==> src/rtl/alarm_tx_pkg.sv <==
package alarm_tx_pkg;

   // ------------------------------------------------------------
   // Register indices (byte address is four times the index)
   // ------------------------------------------------------------
   localparam logic [13:0] IDX_TX_CONTROL        = 14'h00C0;
   localparam logic [13:0] IDX_TX_CODES          = 14'h00C2;
   localparam logic [13:0] IDX_TX_STATUS         = 14'h00C4;
   localparam logic [13:0] IDX_TX_STATUS_LATCHED = 14'h00C6;
   localparam logic [13:0] IDX_TX_IRQ_ENABLE     = 14'h00C8;
   localparam logic [13:0] IDX_PORT_STRIDE       = 14'h0200;

   // ------------------------------------------------------------
   // Field positions and reset values
   // ------------------------------------------------------------
   localparam int          CTRL_MODE_LSB      = 0;
   localparam int          CTRL_LOAD_BIT      = 2;
   localparam int          CODE_A_LSB         = 0;
   localparam int          CODE_B_LSB         = 8;
   localparam int          CODE_WIDTH         = 6;
   localparam int          IDLE_BIT           = 0;
   localparam logic [15:0] RST_TX_CONTROL     = 16'h0800;
   localparam logic [15:0] RST_TX_CODES       = 16'h0000;
   localparam logic [15:0] RST_TX_IRQ_ENABLE  = 16'h0000;
   localparam logic [15:0] MASK_TX_CODES      = 16'h3F3F;
   localparam logic [15:0] MASK_TX_IRQ_ENABLE = 16'h0001;

   // ------------------------------------------------------------
   // Codeword shape and repetition
   // ------------------------------------------------------------
   localparam int         CODEWORD_BITS      = 16;
   localparam logic [7:0] CODEWORD_TAIL      = 8'hFF;
   localparam int         ALARM_REPEAT_COUNT = 10;

   typedef enum logic [1:0]
   {
      MODE_IDLE   = 2'h0,
      MODE_SINGLE = 2'h1,
      MODE_DUAL   = 2'h2,
      MODE_CONT   = 2'h3
   } codeword_mode_t;

   typedef enum logic [3:0]
   {
      ST_IDLE   = 4'h1,
      ST_SEND_A = 4'h2,
      ST_SEND_B = 4'h4,
      ST_CONT   = 4'h8
   } sender_state_t;

   // Zero, six code bits first bit first, zero, eight ones
   function automatic logic [15:0] build_codeword(input logic [5:0] code);
      build_codeword = {1'b0, code[0], code[1], code[2], code[3], code[4], code[5],
                        1'b0, CODEWORD_TAIL};
   endfunction : build_codeword

endpackage : alarm_tx_pkg

==> src/rtl/alarm_shift_if.sv <==
`timescale 1ns/1ns
`default_nettype none

// Controller to serializer: word load and overhead slot timing
interface alarm_shift_if;
   logic        load;
   logic [15:0] word;
   logic        slot;
   logic        cur_bit;
   logic        done;

   modport ctrl (output load, output word, output slot, input cur_bit, input done);
   modport ser  (input load, input word, input slot, output cur_bit, output done);
endinterface : alarm_shift_if

`default_nettype wire

==> src/rtl/codeword_serializer.sv <==
`timescale 1ns/1ns
`default_nettype none

module codeword_serializer
   import alarm_tx_pkg::*;
(
   input  wire logic     clk_i,
   input  wire logic     rst_i,
   alarm_shift_if.ser    sh
);

   logic [15:0] word_ff;
   logic [3:0]  cnt_ff;

   // ------------------------------------------------------------
   // Shift decode
   // ------------------------------------------------------------
   // Done ignores load so no loop forms; the controller masks it on a reload
   assign sh.cur_bit = word_ff[CODEWORD_BITS-1];
   assign sh.done    = sh.slot & (cnt_ff == 4'(CODEWORD_BITS - 1));

   // Ones fill in behind the word, so a stalled shifter still idles
   always_ff @(posedge clk_i)
   begin
      if (rst_i)
      begin
         word_ff <= 16'hFFFF;
         cnt_ff  <= 4'h0;
      end
      else if (sh.load)
      begin
         word_ff <= sh.word;
         cnt_ff  <= 4'h0;
      end
      else if (sh.slot)
      begin
         word_ff <= {word_ff[14:0], 1'b1};
         cnt_ff  <= cnt_ff + 4'h1;
      end
   end

endmodule : codeword_serializer

`default_nettype wire

==> src/rtl/far_end_alarm_code_transmitter.sv <==
// Our own choice: register access over Wishbone.
`timescale 1ns/1ns
`default_nettype none

module far_end_alarm_code_transmitter
   import alarm_tx_pkg::*;
#(
   parameter int PORT_NUM     = 0,
   parameter int REPEAT_COUNT = ALARM_REPEAT_COUNT
)
(
   input  wire logic        clk_i,
   input  wire logic        rst_i,
   input  wire logic        wb_cyc_i,
   input  wire logic        wb_stb_i,
   input  wire logic        wb_we_i,
   input  wire logic [15:0] wb_adr_i,
   input  wire logic [31:0] wb_dat_i,
   input  wire logic [3:0]  wb_sel_i,
   output logic      [31:0] wb_dat_o,
   output logic             wb_ack_o,
   input  wire logic        overhead_slot_i,
   input  wire logic [3:0]  port_status_irq_enable_i,
   output logic             alarm_bit_o,
   output logic             irq_o
);

   // ------------------------------------------------------------
   // Elaboration checks
   // ------------------------------------------------------------
   if (PORT_NUM < 0 || PORT_NUM > 3)
   begin : g_bad_port
      $error("PORT_NUM must be 0 to 3");
   end
   if (REPEAT_COUNT < 1 || REPEAT_COUNT > 15)
   begin : g_bad_repeat
      $error("REPEAT_COUNT must be 1 to 15");
   end

   localparam logic [3:0]  LAST_REP = 4'(REPEAT_COUNT - 1);
   localparam logic [13:0] PORT_OFS = 14'(PORT_NUM) * IDX_PORT_STRIDE;

   // Byte-lane merge of a 16-bit register
   function automatic logic [15:0] merge16(input logic [15:0] old, input logic [31:0] dat,
                                           input logic [3:0] sel);
      merge16 = {sel[1] ? dat[15:8] : old[15:8], sel[0] ? dat[7:0] : old[7:0]};
   endfunction : merge16

   // ------------------------------------------------------------
   // Registers and state
   // ------------------------------------------------------------
   logic [15:0]    ctrl_ff;
   logic [15:0]    codes_ff;
   logic [15:0]    irq_en_ff;
   logic           ack_ff;
   logic [31:0]    dat_ff;
   logic           load_prev_ff;
   logic [1:0]     work_mode_ff;
   logic [5:0]     work_a_ff;
   logic [5:0]     work_b_ff;
   logic [3:0]     rep_ff;
   sender_state_t  state_ff;
   logic           alarm_bit_ff;
   logic           irq_ff;
   logic           idle_latched;

   alarm_shift_if sh ();

   // ------------------------------------------------------------
   // Bus decode
   // ------------------------------------------------------------
   // Unmapped addresses, including the unused slots, still ack and read zero
   wire        req         = wb_cyc_i & wb_stb_i;
   wire        wr_fire     = req & wb_we_i & ack_ff;
   wire        rd_fire     = req & ~wb_we_i & ack_ff;
   wire [13:0] idx         = wb_adr_i[15:2];
   wire        hit_ctrl    = (idx == PORT_OFS + IDX_TX_CONTROL);
   wire        hit_codes   = (idx == PORT_OFS + IDX_TX_CODES);
   wire        hit_status  = (idx == PORT_OFS + IDX_TX_STATUS);
   wire        hit_latched = (idx == PORT_OFS + IDX_TX_STATUS_LATCHED);
   wire        hit_irq_en  = (idx == PORT_OFS + IDX_TX_IRQ_ENABLE);
   wire        sender_idle_status = (state_ff == ST_IDLE);
   wire [15:0] rd_word =
      hit_ctrl    ? ctrl_ff :
      hit_codes   ? codes_ff :
      hit_status  ? {15'h0000, sender_idle_status} :
      hit_latched ? {15'h0000, idle_latched} :
      hit_irq_en  ? irq_en_ff : 16'h0000;
   wire        latched_clr = rd_fire & hit_latched;

   // Ack one cycle after the request, dropped the cycle after
   always_ff @(posedge clk_i)
   begin
      if (rst_i)
      begin
         ack_ff <= 1'b0;
         dat_ff <= 32'h0000_0000;
      end
      else
      begin
         ack_ff <= req & ~ack_ff;
         dat_ff <= (req & ~ack_ff) ? {16'h0000, rd_word} : 32'h0000_0000;
      end
   end

   // Writes land on the edge that completes the cycle
   always_ff @(posedge clk_i)
   begin
      if (rst_i)
      begin
         ctrl_ff   <= RST_TX_CONTROL;
         codes_ff  <= RST_TX_CODES;
         irq_en_ff <= RST_TX_IRQ_ENABLE;
      end
      else if (wr_fire)
      begin
         if (hit_ctrl)
            ctrl_ff <= merge16(ctrl_ff, wb_dat_i, wb_sel_i);
         if (hit_codes)
            codes_ff <= merge16(codes_ff, wb_dat_i, wb_sel_i) & MASK_TX_CODES;
         if (hit_irq_en)
            irq_en_ff <= merge16(irq_en_ff, wb_dat_i, wb_sel_i) & MASK_TX_IRQ_ENABLE;
      end
   end

   // ------------------------------------------------------------
   // Load capture and sequencing
   // ------------------------------------------------------------
   // The edge relies on software dropping the bit between loads
   wire load_rise   = ctrl_ff[CTRL_LOAD_BIT] & ~load_prev_ff;
   wire [1:0] new_mode  = ctrl_ff[CTRL_MODE_LSB +: 2];
   wire last_rep    = (rep_ff == LAST_REP);
   wire word_done   = sh.done & ~load_rise;
   wire a_finished  = (state_ff == ST_SEND_A) & word_done & last_rep;
   wire b_finished  = (state_ff == ST_SEND_B) & word_done & last_rep;
   wire goto_b      = a_finished & (work_mode_ff == MODE_DUAL);
   wire next_a      = word_done & (((state_ff == ST_SEND_A) & ~last_rep) | (state_ff == ST_CONT));
   wire next_b      = word_done & (state_ff == ST_SEND_B) & ~last_rep;
   wire start_a     = load_rise & (new_mode != MODE_IDLE);

   sender_state_t nxt_state;
   always_comb
   begin
      nxt_state = state_ff;
      if (load_rise)
      begin
         case (new_mode)
            MODE_IDLE:   nxt_state = ST_IDLE;
            MODE_SINGLE: nxt_state = ST_SEND_A;
            MODE_DUAL:   nxt_state = ST_SEND_A;
            MODE_CONT:   nxt_state = ST_CONT;
            default:     nxt_state = ST_IDLE;
         endcase
      end
      else
      begin
         case (state_ff)
            ST_IDLE:   nxt_state = ST_IDLE;
            ST_SEND_A: nxt_state = goto_b ? ST_SEND_B :
                                   a_finished ? ST_IDLE : ST_SEND_A;
            ST_SEND_B: nxt_state = b_finished ? ST_IDLE : ST_SEND_B;
            ST_CONT:   nxt_state = ST_CONT;
            default:   nxt_state = ST_IDLE;
         endcase
      end
   end

   // Serializer reload: fresh start on a non-idle load, next word on each finish but the last
   assign sh.load = start_a | next_a | next_b | goto_b;
   assign sh.word = (next_b | goto_b) ? build_codeword(work_b_ff) :
                    start_a ? build_codeword(codes_ff[CODE_A_LSB +: CODE_WIDTH]) :
                    build_codeword(work_a_ff);
   assign sh.slot = overhead_slot_i;

   always_ff @(posedge clk_i)
   begin
      if (rst_i)
      begin
         load_prev_ff <= 1'b0;
         work_mode_ff <= MODE_IDLE;
         work_a_ff    <= 6'h00;
         work_b_ff    <= 6'h00;
         rep_ff       <= 4'h0;
         state_ff     <= ST_IDLE;
      end
      else
      begin
         load_prev_ff <= ctrl_ff[CTRL_LOAD_BIT];
         state_ff     <= nxt_state;
         if (load_rise)
         begin
            work_mode_ff <= new_mode;
            work_a_ff    <= codes_ff[CODE_A_LSB +: CODE_WIDTH];
            work_b_ff    <= codes_ff[CODE_B_LSB +: CODE_WIDTH];
            rep_ff       <= 4'h0;
         end
         else if (word_done)
            rep_ff <= last_rep ? 4'h0 : rep_ff + 4'h1;
      end
   end

   codeword_serializer u_ser
   (
      .clk_i (clk_i),
      .rst_i (rst_i),
      .sh    (sh)
   );

   // ------------------------------------------------------------
   // Status latch, interrupt and line output
   // ------------------------------------------------------------
   // Cleared by reading the latched register; a new rise still wins
   rise_latch #(.RESET_VAL(1'b1)) u_idle_latch
   (
      .clk_i   (clk_i),
      .rst_i   (rst_i),
      .level_i (sender_idle_status),
      .clr_i   (latched_clr),
      .flag_o  (idle_latched)
   );

   always_ff @(posedge clk_i)
   begin
      if (rst_i)
      begin
         alarm_bit_ff <= 1'b1;
         irq_ff       <= 1'b0;
      end
      else
      begin
         alarm_bit_ff <= sender_idle_status | sh.cur_bit;
         irq_ff       <= idle_latched & irq_en_ff[IDLE_BIT] &
                         port_status_irq_enable_i[PORT_NUM];
      end
   end

   assign wb_ack_o    = ack_ff;
   assign wb_dat_o    = dat_ff;
   assign alarm_bit_o = alarm_bit_ff;
   assign irq_o       = irq_ff;
endmodule : far_end_alarm_code_transmitter

`default_nettype wire

==> src/rtl/rise_latch.sv <==
`timescale 1ns/1ns
`default_nettype none

module rise_latch
#(
   parameter logic RESET_VAL = 1'b1
)
(
   input  wire logic clk_i,
   input  wire logic rst_i,
   input  wire logic level_i,
   input  wire logic clr_i,
   output logic      flag_o
);

   logic prev_ff;
   logic flag_ff;
   wire  rise = level_i & ~prev_ff;

   // Set beats clear so an event in the clearing cycle survives
   always_ff @(posedge clk_i)
   begin
      if (rst_i)
      begin
         prev_ff <= 1'b1;
         flag_ff <= RESET_VAL;
      end
      else
      begin
         prev_ff <= level_i;
         flag_ff <= rise | (flag_ff & ~clr_i);
      end
   end

   assign flag_o = flag_ff;

endmodule : rise_latch

`default_nettype wire

==> config.mk <==
export PLATFORM = sky130hd
export DESIGN_NAME = far_end_alarm_code_transmitter
export DESIGN_NICKNAME = d
export VERILOG_FILES = /design/src/rtl/alarm_tx_pkg.sv /design/src/rtl/alarm_shift_if.sv /design/src/rtl/codeword_serializer.sv /design/src/rtl/far_end_alarm_code_transmitter.sv /design/src/rtl/rise_latch.sv
export SDC_FILE = /design/constraint.sdc
export NUM_CORES = 1
export LEC_CHECK = 0
export BUFFER_PORTS_ARGS = -buffer_cell sky130_fd_sc_hd__buf_4
export CORE_ASPECT_RATIO = 0.8
export CORE_MARGIN = 2
export CORE_UTILIZATION = 30
export DETAILED_ROUTE_END_ITERATION = 10
export GPL_TIMING_DRIVEN = 0
export HOLD_SLACK_MARGIN = 0.06
export PLACE_DENSITY_LB_ADDON = 0.15
export SYNTH_ARGS = -nofsm -noshare
export SYNTH_HDL_FRONTEND = slang
export SYNTH_HIERARCHICAL = 1
export SYNTH_SLANG_ARGS = --single-unit
==> constraint.sdc <==
create_clock -name clk_i -period 4.7 [get_ports clk_i]
set_input_delay 0.94 -clock clk_i [delete_from_list [all_inputs] [get_ports clk_i]]
set_output_delay 0.94 -clock clk_i [all_outputs]
set_load 0.005 [all_outputs]
==> results of run 1 <==
power groups by stage:
stage	logic, mW	registers, mW	clock network (mW)
final	0.100	0.792	0.839
after global routing	0.109	0.791	0.891
after CTS	0.100	0.792	0.863
after detailed placement	0.100	0.810	0
after global placement	0.0988	0.810	0
after floorplan	0.0567	0.809	0
flip-flops by register name (all words and copies together) (netlist names):
| signal | cells |
|---|---|
| alarm_bit_o | 1 |
| u_ser/word_ff | 16 |
| u_ser/cnt_ff | 4 |
| wb_ack_o | 1 |
| rep_ff | 4 |
| work_mode_ff | 2 |
| codes_ff | 12 |
| irq_en_ff | 1 |
| work_a_ff | 6 |
| state_ff | 4 |
| ctrl_ff | 16 |
| work_b_ff | 6 |
| load_prev_ff | 1 |
| irq_o | 1 |
| wb_dat_o | 16 |
| u_idle_latch/prev_ff | 1 |
| u_idle_latch/flag_o | 1 |
per-stage QoR:
step,total power [mW],setup WS [ns],hold WS (ns),std cells
5_1_grt,1.79,1.74,0.479,736
3_5_place_dp,0.910,1.50,0.438,720
2_1_floorplan,0.866,1.86,0.414,482
4_1_cts,1.75,1.87,0.455,736
6_report,1.73,1.92,0.450,736
3_3_place_gp,0.909,1.48,0.437,720
layout by cell type, fill, tap and decap left out, drive strengths merged, types with 4 or more instances in the layout:
cell    netlist  layout
dfxtp        93      93
nand2b        5       5
nand3         5       5
and2          6       6
buf          34      88
nand4        19      19
nor2b         9       9
nor4          4       4
a21oi        57      57
nand2        33      33
and4          4       4
nor2         15      15
a22o         12      12
nor3b        16      16
mux2         14      14
mux2i        17      17
nand4b       13      13
clkbuf       16      25
conb          2      26
o21ai        28      28
inv           6       6
nor3         11      11
layout make-up:
type / instances / area, um2 / area share (%)
multi-input combinational: 333 / 2260 / 41.4
clock inverter: 7 / 124 / 2.26
buffer: 50 / 338 / 6.18
sequential: 93 / 1860 / 34.0
clock buffer: 9 / 225 / 4.12
inverter: 6 / 22.5 / 0.412
tap: 184 / 230 / 4.21
timing repair buffer: 54 / 405 / 7.41
worst max-delay path, delay by kind of cell:
kind            cells  cell delay [ns]
compound gates      2             0.85
buf+inv             4             0.62
simple gates        3             0.60
cells by family after synthesis:
kind of cell / share of synthesized area, %
mux: 7.46
other cells: 0.171
flops: 42.4
simple gates: 24.1
buf+inv: 8.20
compound gates: 16.1
xor+xnor: 0.797
fa+ha+maj: 0.854
metal layers:
layer	share of wire [%]	vias to the layer above
met5	0	-
met3	6.3	5
met4	1.0	0
met1	51	1684
met2	42	86
li1	-	1795
final timing paths:
kind | start | depth (start not counted) | slack, ns | end
worst max register to register | u_ser/cnt_ff[0] | 8 | 2.17 | u_ser/word_ff[14]
worst max-delay path | overhead_slot_i | 9 | 1.92 | u_ser/word_ff[14]
worst min-delay path | ctrl_ff[7] | 1 | 0.45 | wb_dat_o[7]
worst min register to register | ctrl_ff[7] | 1 | 0.45 | wb_dat_o[7]
==> summary.txt, run 1 <==
Outcome
  – Outcome: completed

Synth
  – #FFs+latches synth: 93
  – Predominant post-synthesis flop cell: dfxtp_1
  – Avg Cell Area, Syn: 9.60 um2
  – Yosys warns: 6
  – Yosys cell types: 61
  – Yosys top cell area share: 42.4%
  – Synth Instances: 458
  – Most common cell in the netlist: dfxtp_1
  – Post-synth EDFFs: 0
  – Register area share after synthesis: 42.4%
  – Async SR Flop Fraction: 0%
  – Top cell type by total area after synthesis: dfxtp_1
  – Post-Syn Area: 4400 um2
  – Largest cells by area after synthesis: dfxtp_1 42%, a21oi_1 5.4%, mux2i_1 3.9%
  – Synth top cells by count: 93 x dfxtp_1, 47 x a21oi_1, 33 x nand2_1

Place
  – Area after DPL: 5120 um2
  – Post-DP HPWL: 8350 um
  – Final Wtd Congestion: 0.764
  – Port Buffers: 54

Die
  – Die ar.: 15600 um2
  – Core Footprint: 14300 um2
  – Overall die width: 139 um
  – Initial Utilization: 30.7%
  – Io pins: 97
  – Die span in y: 112 um
  – # rows: 39

Route
  – Initial drt markers: 224
  – Number of nets with antenna violations after detailed routing: 0
  – WL/cell: 15.2 um
  – Detailed Routing Iterations Pass 1: 4
  – Vias per Instance: 4.85
  – Routed via count: 3570
  – DRC Markers: 0
  – Post-Route WL: 11200 um

Clocking
  – CTS root buf: clkbuf_16
  – Clk_lat worst skew: 0.35 ns
  – TritonCTS buffer count: 9
  – H-tree depth: 3
  – Clock buffer depth: 2
  – Hold_buf cts: 0
  – Cts repair resizes: 0
  – Total clock sinks: 93
  – Clock transition at the registers of the reported paths: 0.07 ns
  – Post-CTS setup buffer count: 0
  – CTS tree: built

Power
  – Part of the power in the clock network: 48.5%
  – Int Pwr: 1.36 mW
  – Max rail drop VDD: 0.161 mV
  – Switching Share: 21.4%
  – Sw Pwr: 370 uW
  – Part of the power in combinational logic: 5.8%
  – Sequential power share: 45.8%
  – Lkg Pwr: 2.09 nW
  – PwrDens: 316 nW/um2

Global routing
  – Met1 Use GR: 21.2%
  – Initial antenna violation count: 0
  – First-pass GRT wire length: 17900 um
  – Vias in the first global route: 3455
  – Gr usage total: 14.5%
  – Busiest metal layer after global routing: met2
  – Met2 GRT Util: 21.2%
  – Pin count of the biggest net entering global routing: 17
  – Global route overflow: 0
  – Met3 usage: 3.58%

STA
  – Final worst-path cycle share: 59.2%
  – Hold Violations, Final: 0
  – Rel. slew slack: 30.1%
  – TNS Setup: 0 ns
  – Minimum clock period after layout: 2.78 ns
  – Worst slew pin tran: 1.03 ns
  – Layout Skew: 0.00428 ns
  – RSZ-0062 raised after global routing: no
  – # setup viols final: 0
  – Slew Viols, Final: 0
  – Fmax: 0.359 GHz

Critical path
  – Worst Path Required: 4.94 ns
  – Crit Path Class: input port to flop
  – Endpoint class of the critical path: flop
  – Worst EP arrival: 3.02 ns
  – Critical path's most frequent cell: buf_6
  – CP max stage delay: 0.81 ns
  – Cell chain of the critical path: buf_6 > buf_6 > and4_2 > nand2_1 > o311ai_0 > buf_6 > buf_6 > nor3b_2 > a21oi_2
  – Type of origin of the critical path: input port
  – Slowest CP cell: o311ai_0
  – CP max FO: 10

Cells and area
  – Final Cell Area: 5470 um2
  – Layout cells sized above 1: 25.9%
  – Antenna cell count: 0
  – P&R area growth vs syn: 24.5%
  – Post-layout util: 38.3%
  – Nets: 612
  – # fillers: 1473

Hold path
  – Worst Hold Class: flop to flop

Run
  – Max_cap viols: 0
No activity file was read; power rests on OpenSTA's default activity.
==> run 2: changes to the inputs <==
- clock period: 4.7 -> 2.4 ns (I/O delays scaled with it)
==> summary.txt, run 2 (synthesis results as in run 1) <==
Critical path
  – Crit Path Class: flop to flop
  – Worst Reg-to-Reg Cells: 8 (unchanged)
  – CP max FO: 6 (-4)
  – Endpoint class of the critical path: flop
  – Critical Path Start: u_ser/cnt_ff[0]
  – Worst EP arrival: 2.45 ns (-0.57 ns)
  – RR Endpoint: u_ser/word_ff[14]
  – FF-to-FF setup slack: 0.18 ns (-1.99 ns)
  – Worst Path Required: 2.64 ns (-2.30 ns)
  – Type of origin of the critical path: flop
  – R2r startpoint: u_ser/cnt_ff[0]

Route
  – WL/cell: 15.2 um (-0.17%)
  – Initial drt markers: 219 (-2.2%)
  – Vias per Instance: 4.87 (+0.40%)
  – DRC Markers: 0 (unchanged)
  – Routed via count: 3594 (+0.67%)
  – Detailed Routing Iterations Pass 1: 4 (unchanged)
  – Number of nets with antenna violations after detailed routing: 0 (unchanged)
  – Post-Route WL: 11200 um (about the same)

Clocking
  – H-tree depth: 3 (unchanged)
  – CTS root buf: clkbuf_16
  – Clock transition at the registers of the reported paths: 0.07 ns (about the same)
  – CTS tree: built
  – Total clock sinks: 93 (unchanged)
  – Hold_buf cts: 0 (unchanged)
  – Clock buffer depth: 2 (unchanged)
  – TritonCTS buffer count: 9 (unchanged)
  – Clk_lat worst skew: 0.35 ns (about the same)

STA
  – RSZ-0062 raised after global routing: no
  – Setup ws final: 0.184 ns (-1.73 ns)
  – Hold Violations, Final: 0 (unchanged)
  – Worst slew pin tran: 1.01 ns (-0.0273 ns)
  – Rel. slew slack: 31.9% (+1.8 points)
  – Minimum clock period after layout: 2.22 ns
  – Layout Skew: 0.00794 ns (+0.00365 ns)
  – Fmax: 0.451 GHz
  – Final worst-path cycle share: 92.3%
  – # setup viols final: 0 (unchanged)
  – Slew Viols, Final: 0 (unchanged)

Outcome
  – Outcome: completed

Global routing
  – Global route overflow: 0 (unchanged)
  – Initial antenna violation count: 0 (unchanged)
  – Gr usage total: 14.5% (unchanged)
  – Vias in the first global route: 3455 (unchanged)
  – Pin count of the biggest net entering global routing: 17 (unchanged)
  – First-pass GRT wire length: 17900 um (unchanged)

Die
  – # rows: 39 (unchanged)
  – Initial Utilization: 30.7% (unchanged)
  – Die span in y: 112 um (unchanged)
  – Core Footprint: 14300 um2 (unchanged)
  – Io pins: 97 (unchanged)
  – Overall die width: 139 um (unchanged)
  – Die ar.: 15600 um2 (unchanged)

Hold path
  – Hold-critical path endpoint: ctrl_ff[11]
  – Hold Crit Depth: 2 (+1)
  – Worst Hold Class: input port to flop
  – Min-delay src: wb_dat_i[11]

Place
  – Post-DP HPWL: 8350 um (unchanged)
  – Pre-CTS setup slack: -0.339 ns (-1.84 ns)
  – Port Buffers: 54 (unchanged)
  – Final Wtd Congestion: 0.764 (unchanged)

Cells and area
  – Antenna cell count: 0 (unchanged)
  – Most frequent cells in the layout: 93 x dfxtp_1, 76 x buf_4, 47 x a21oi_1
  – Nets: 614 (+0.33%)
  – # fillers: 1475 (+0.14%)
  – Commonest non-fill, non-tap cell in the layout: dfxtp_1
  – Layout cells sized above 1: 26.5% (+0.63 points)
  – P&R area growth vs syn: 25.2%
  – Post-layout util: 38.5% (+0.22 points)

Power
  – Tot Pwr: 3.39 mW (+96%)
  – Max rail drop VDD: 0.313 mV (+95%)
  – Lkg Pwr: 2.11 nW (+0.66%)
  – PwrDens: 616 nW/um2 (+95%)

Run
  – Max_cap viols: 0 (unchanged)
-- run 2: cell types whose count changed in the layout (fill, tap and decap cells not counted), sizes merged --
| cell | delta |
|---|---|
| buf | +2 |
-- run 2: how the worst max path moves through the flow --
stage | end
after floorplan | u_ser/word_ff[10]
after global placement | u_ser/word_ff[14]
after detailed placement | u_ser/word_ff[13]
after CTS | u_ser/word_ff[14]
after global routing | u_ser/word_ff[9]
final | u_ser/word_ff[14]
-- run 2: critical path, stage by stage, from the launching register on --
cell and delay, ns:
dfxtp_1 0.37, ha_1 0.21, and4_2 0.34, nand2_1 0.12, a2bb2o_1 0.29, buf_4 0.16
mux2_1 0.37, nor3b_2 0.21, a21oi_2 0.04
-- run 2: through the flow --
step                setup TNS (ns)  cell area (um2)  hold slack (ns)  cells
floorplan                        0             4490            0.414    482
global placement             -4.32             5120            0.437    720
global route                     0             5500            0.380    738
finish                           0             5500            0.386    738
CTS                              0             5470            0.379    736
detailed placement           -3.97             5120            0.438    720
-- run 2: layer usage --
layer	up-vias	wire (um)	global-route usage, %
li1	1806	-	-
met1	1700	5700	21.2
met2	83	4730	21.2
met3	5	693	3.58
met4	0	113	3.64
met5	-	0	0
-- run 2: power by group --
part	leakage, nW	switching, mW	internal, mW
clock network	0.166	0.618	1.02
registers	0.750	0.00383	1.55
logic	1.19	0.102	0.0942
-- run 2: cell type report --
class | instances | area, um2 | area share (%)
well taps | 184 | 230 | 4.18
clock buffers | 9 | 225 | 4.09
plain buffers | 50 | 338 | 6.14
repair buffers | 56 | 420 | 7.64
flip-flops and latches | 93 | 1860 | 33.8
clock inverters | 7 | 124 | 2.25
inverters | 6 | 22.5 | 0.409
multi-input cells | 333 | 2280 | 41.4
-- run 2: what timing repair did --
action / 4_1_cts / 5_1_grt
gates cloned: 0 / 0
setup endpoints to repair: 15 / 8
buffers inserted: 0 / 2
resized for setup: 1 / 3
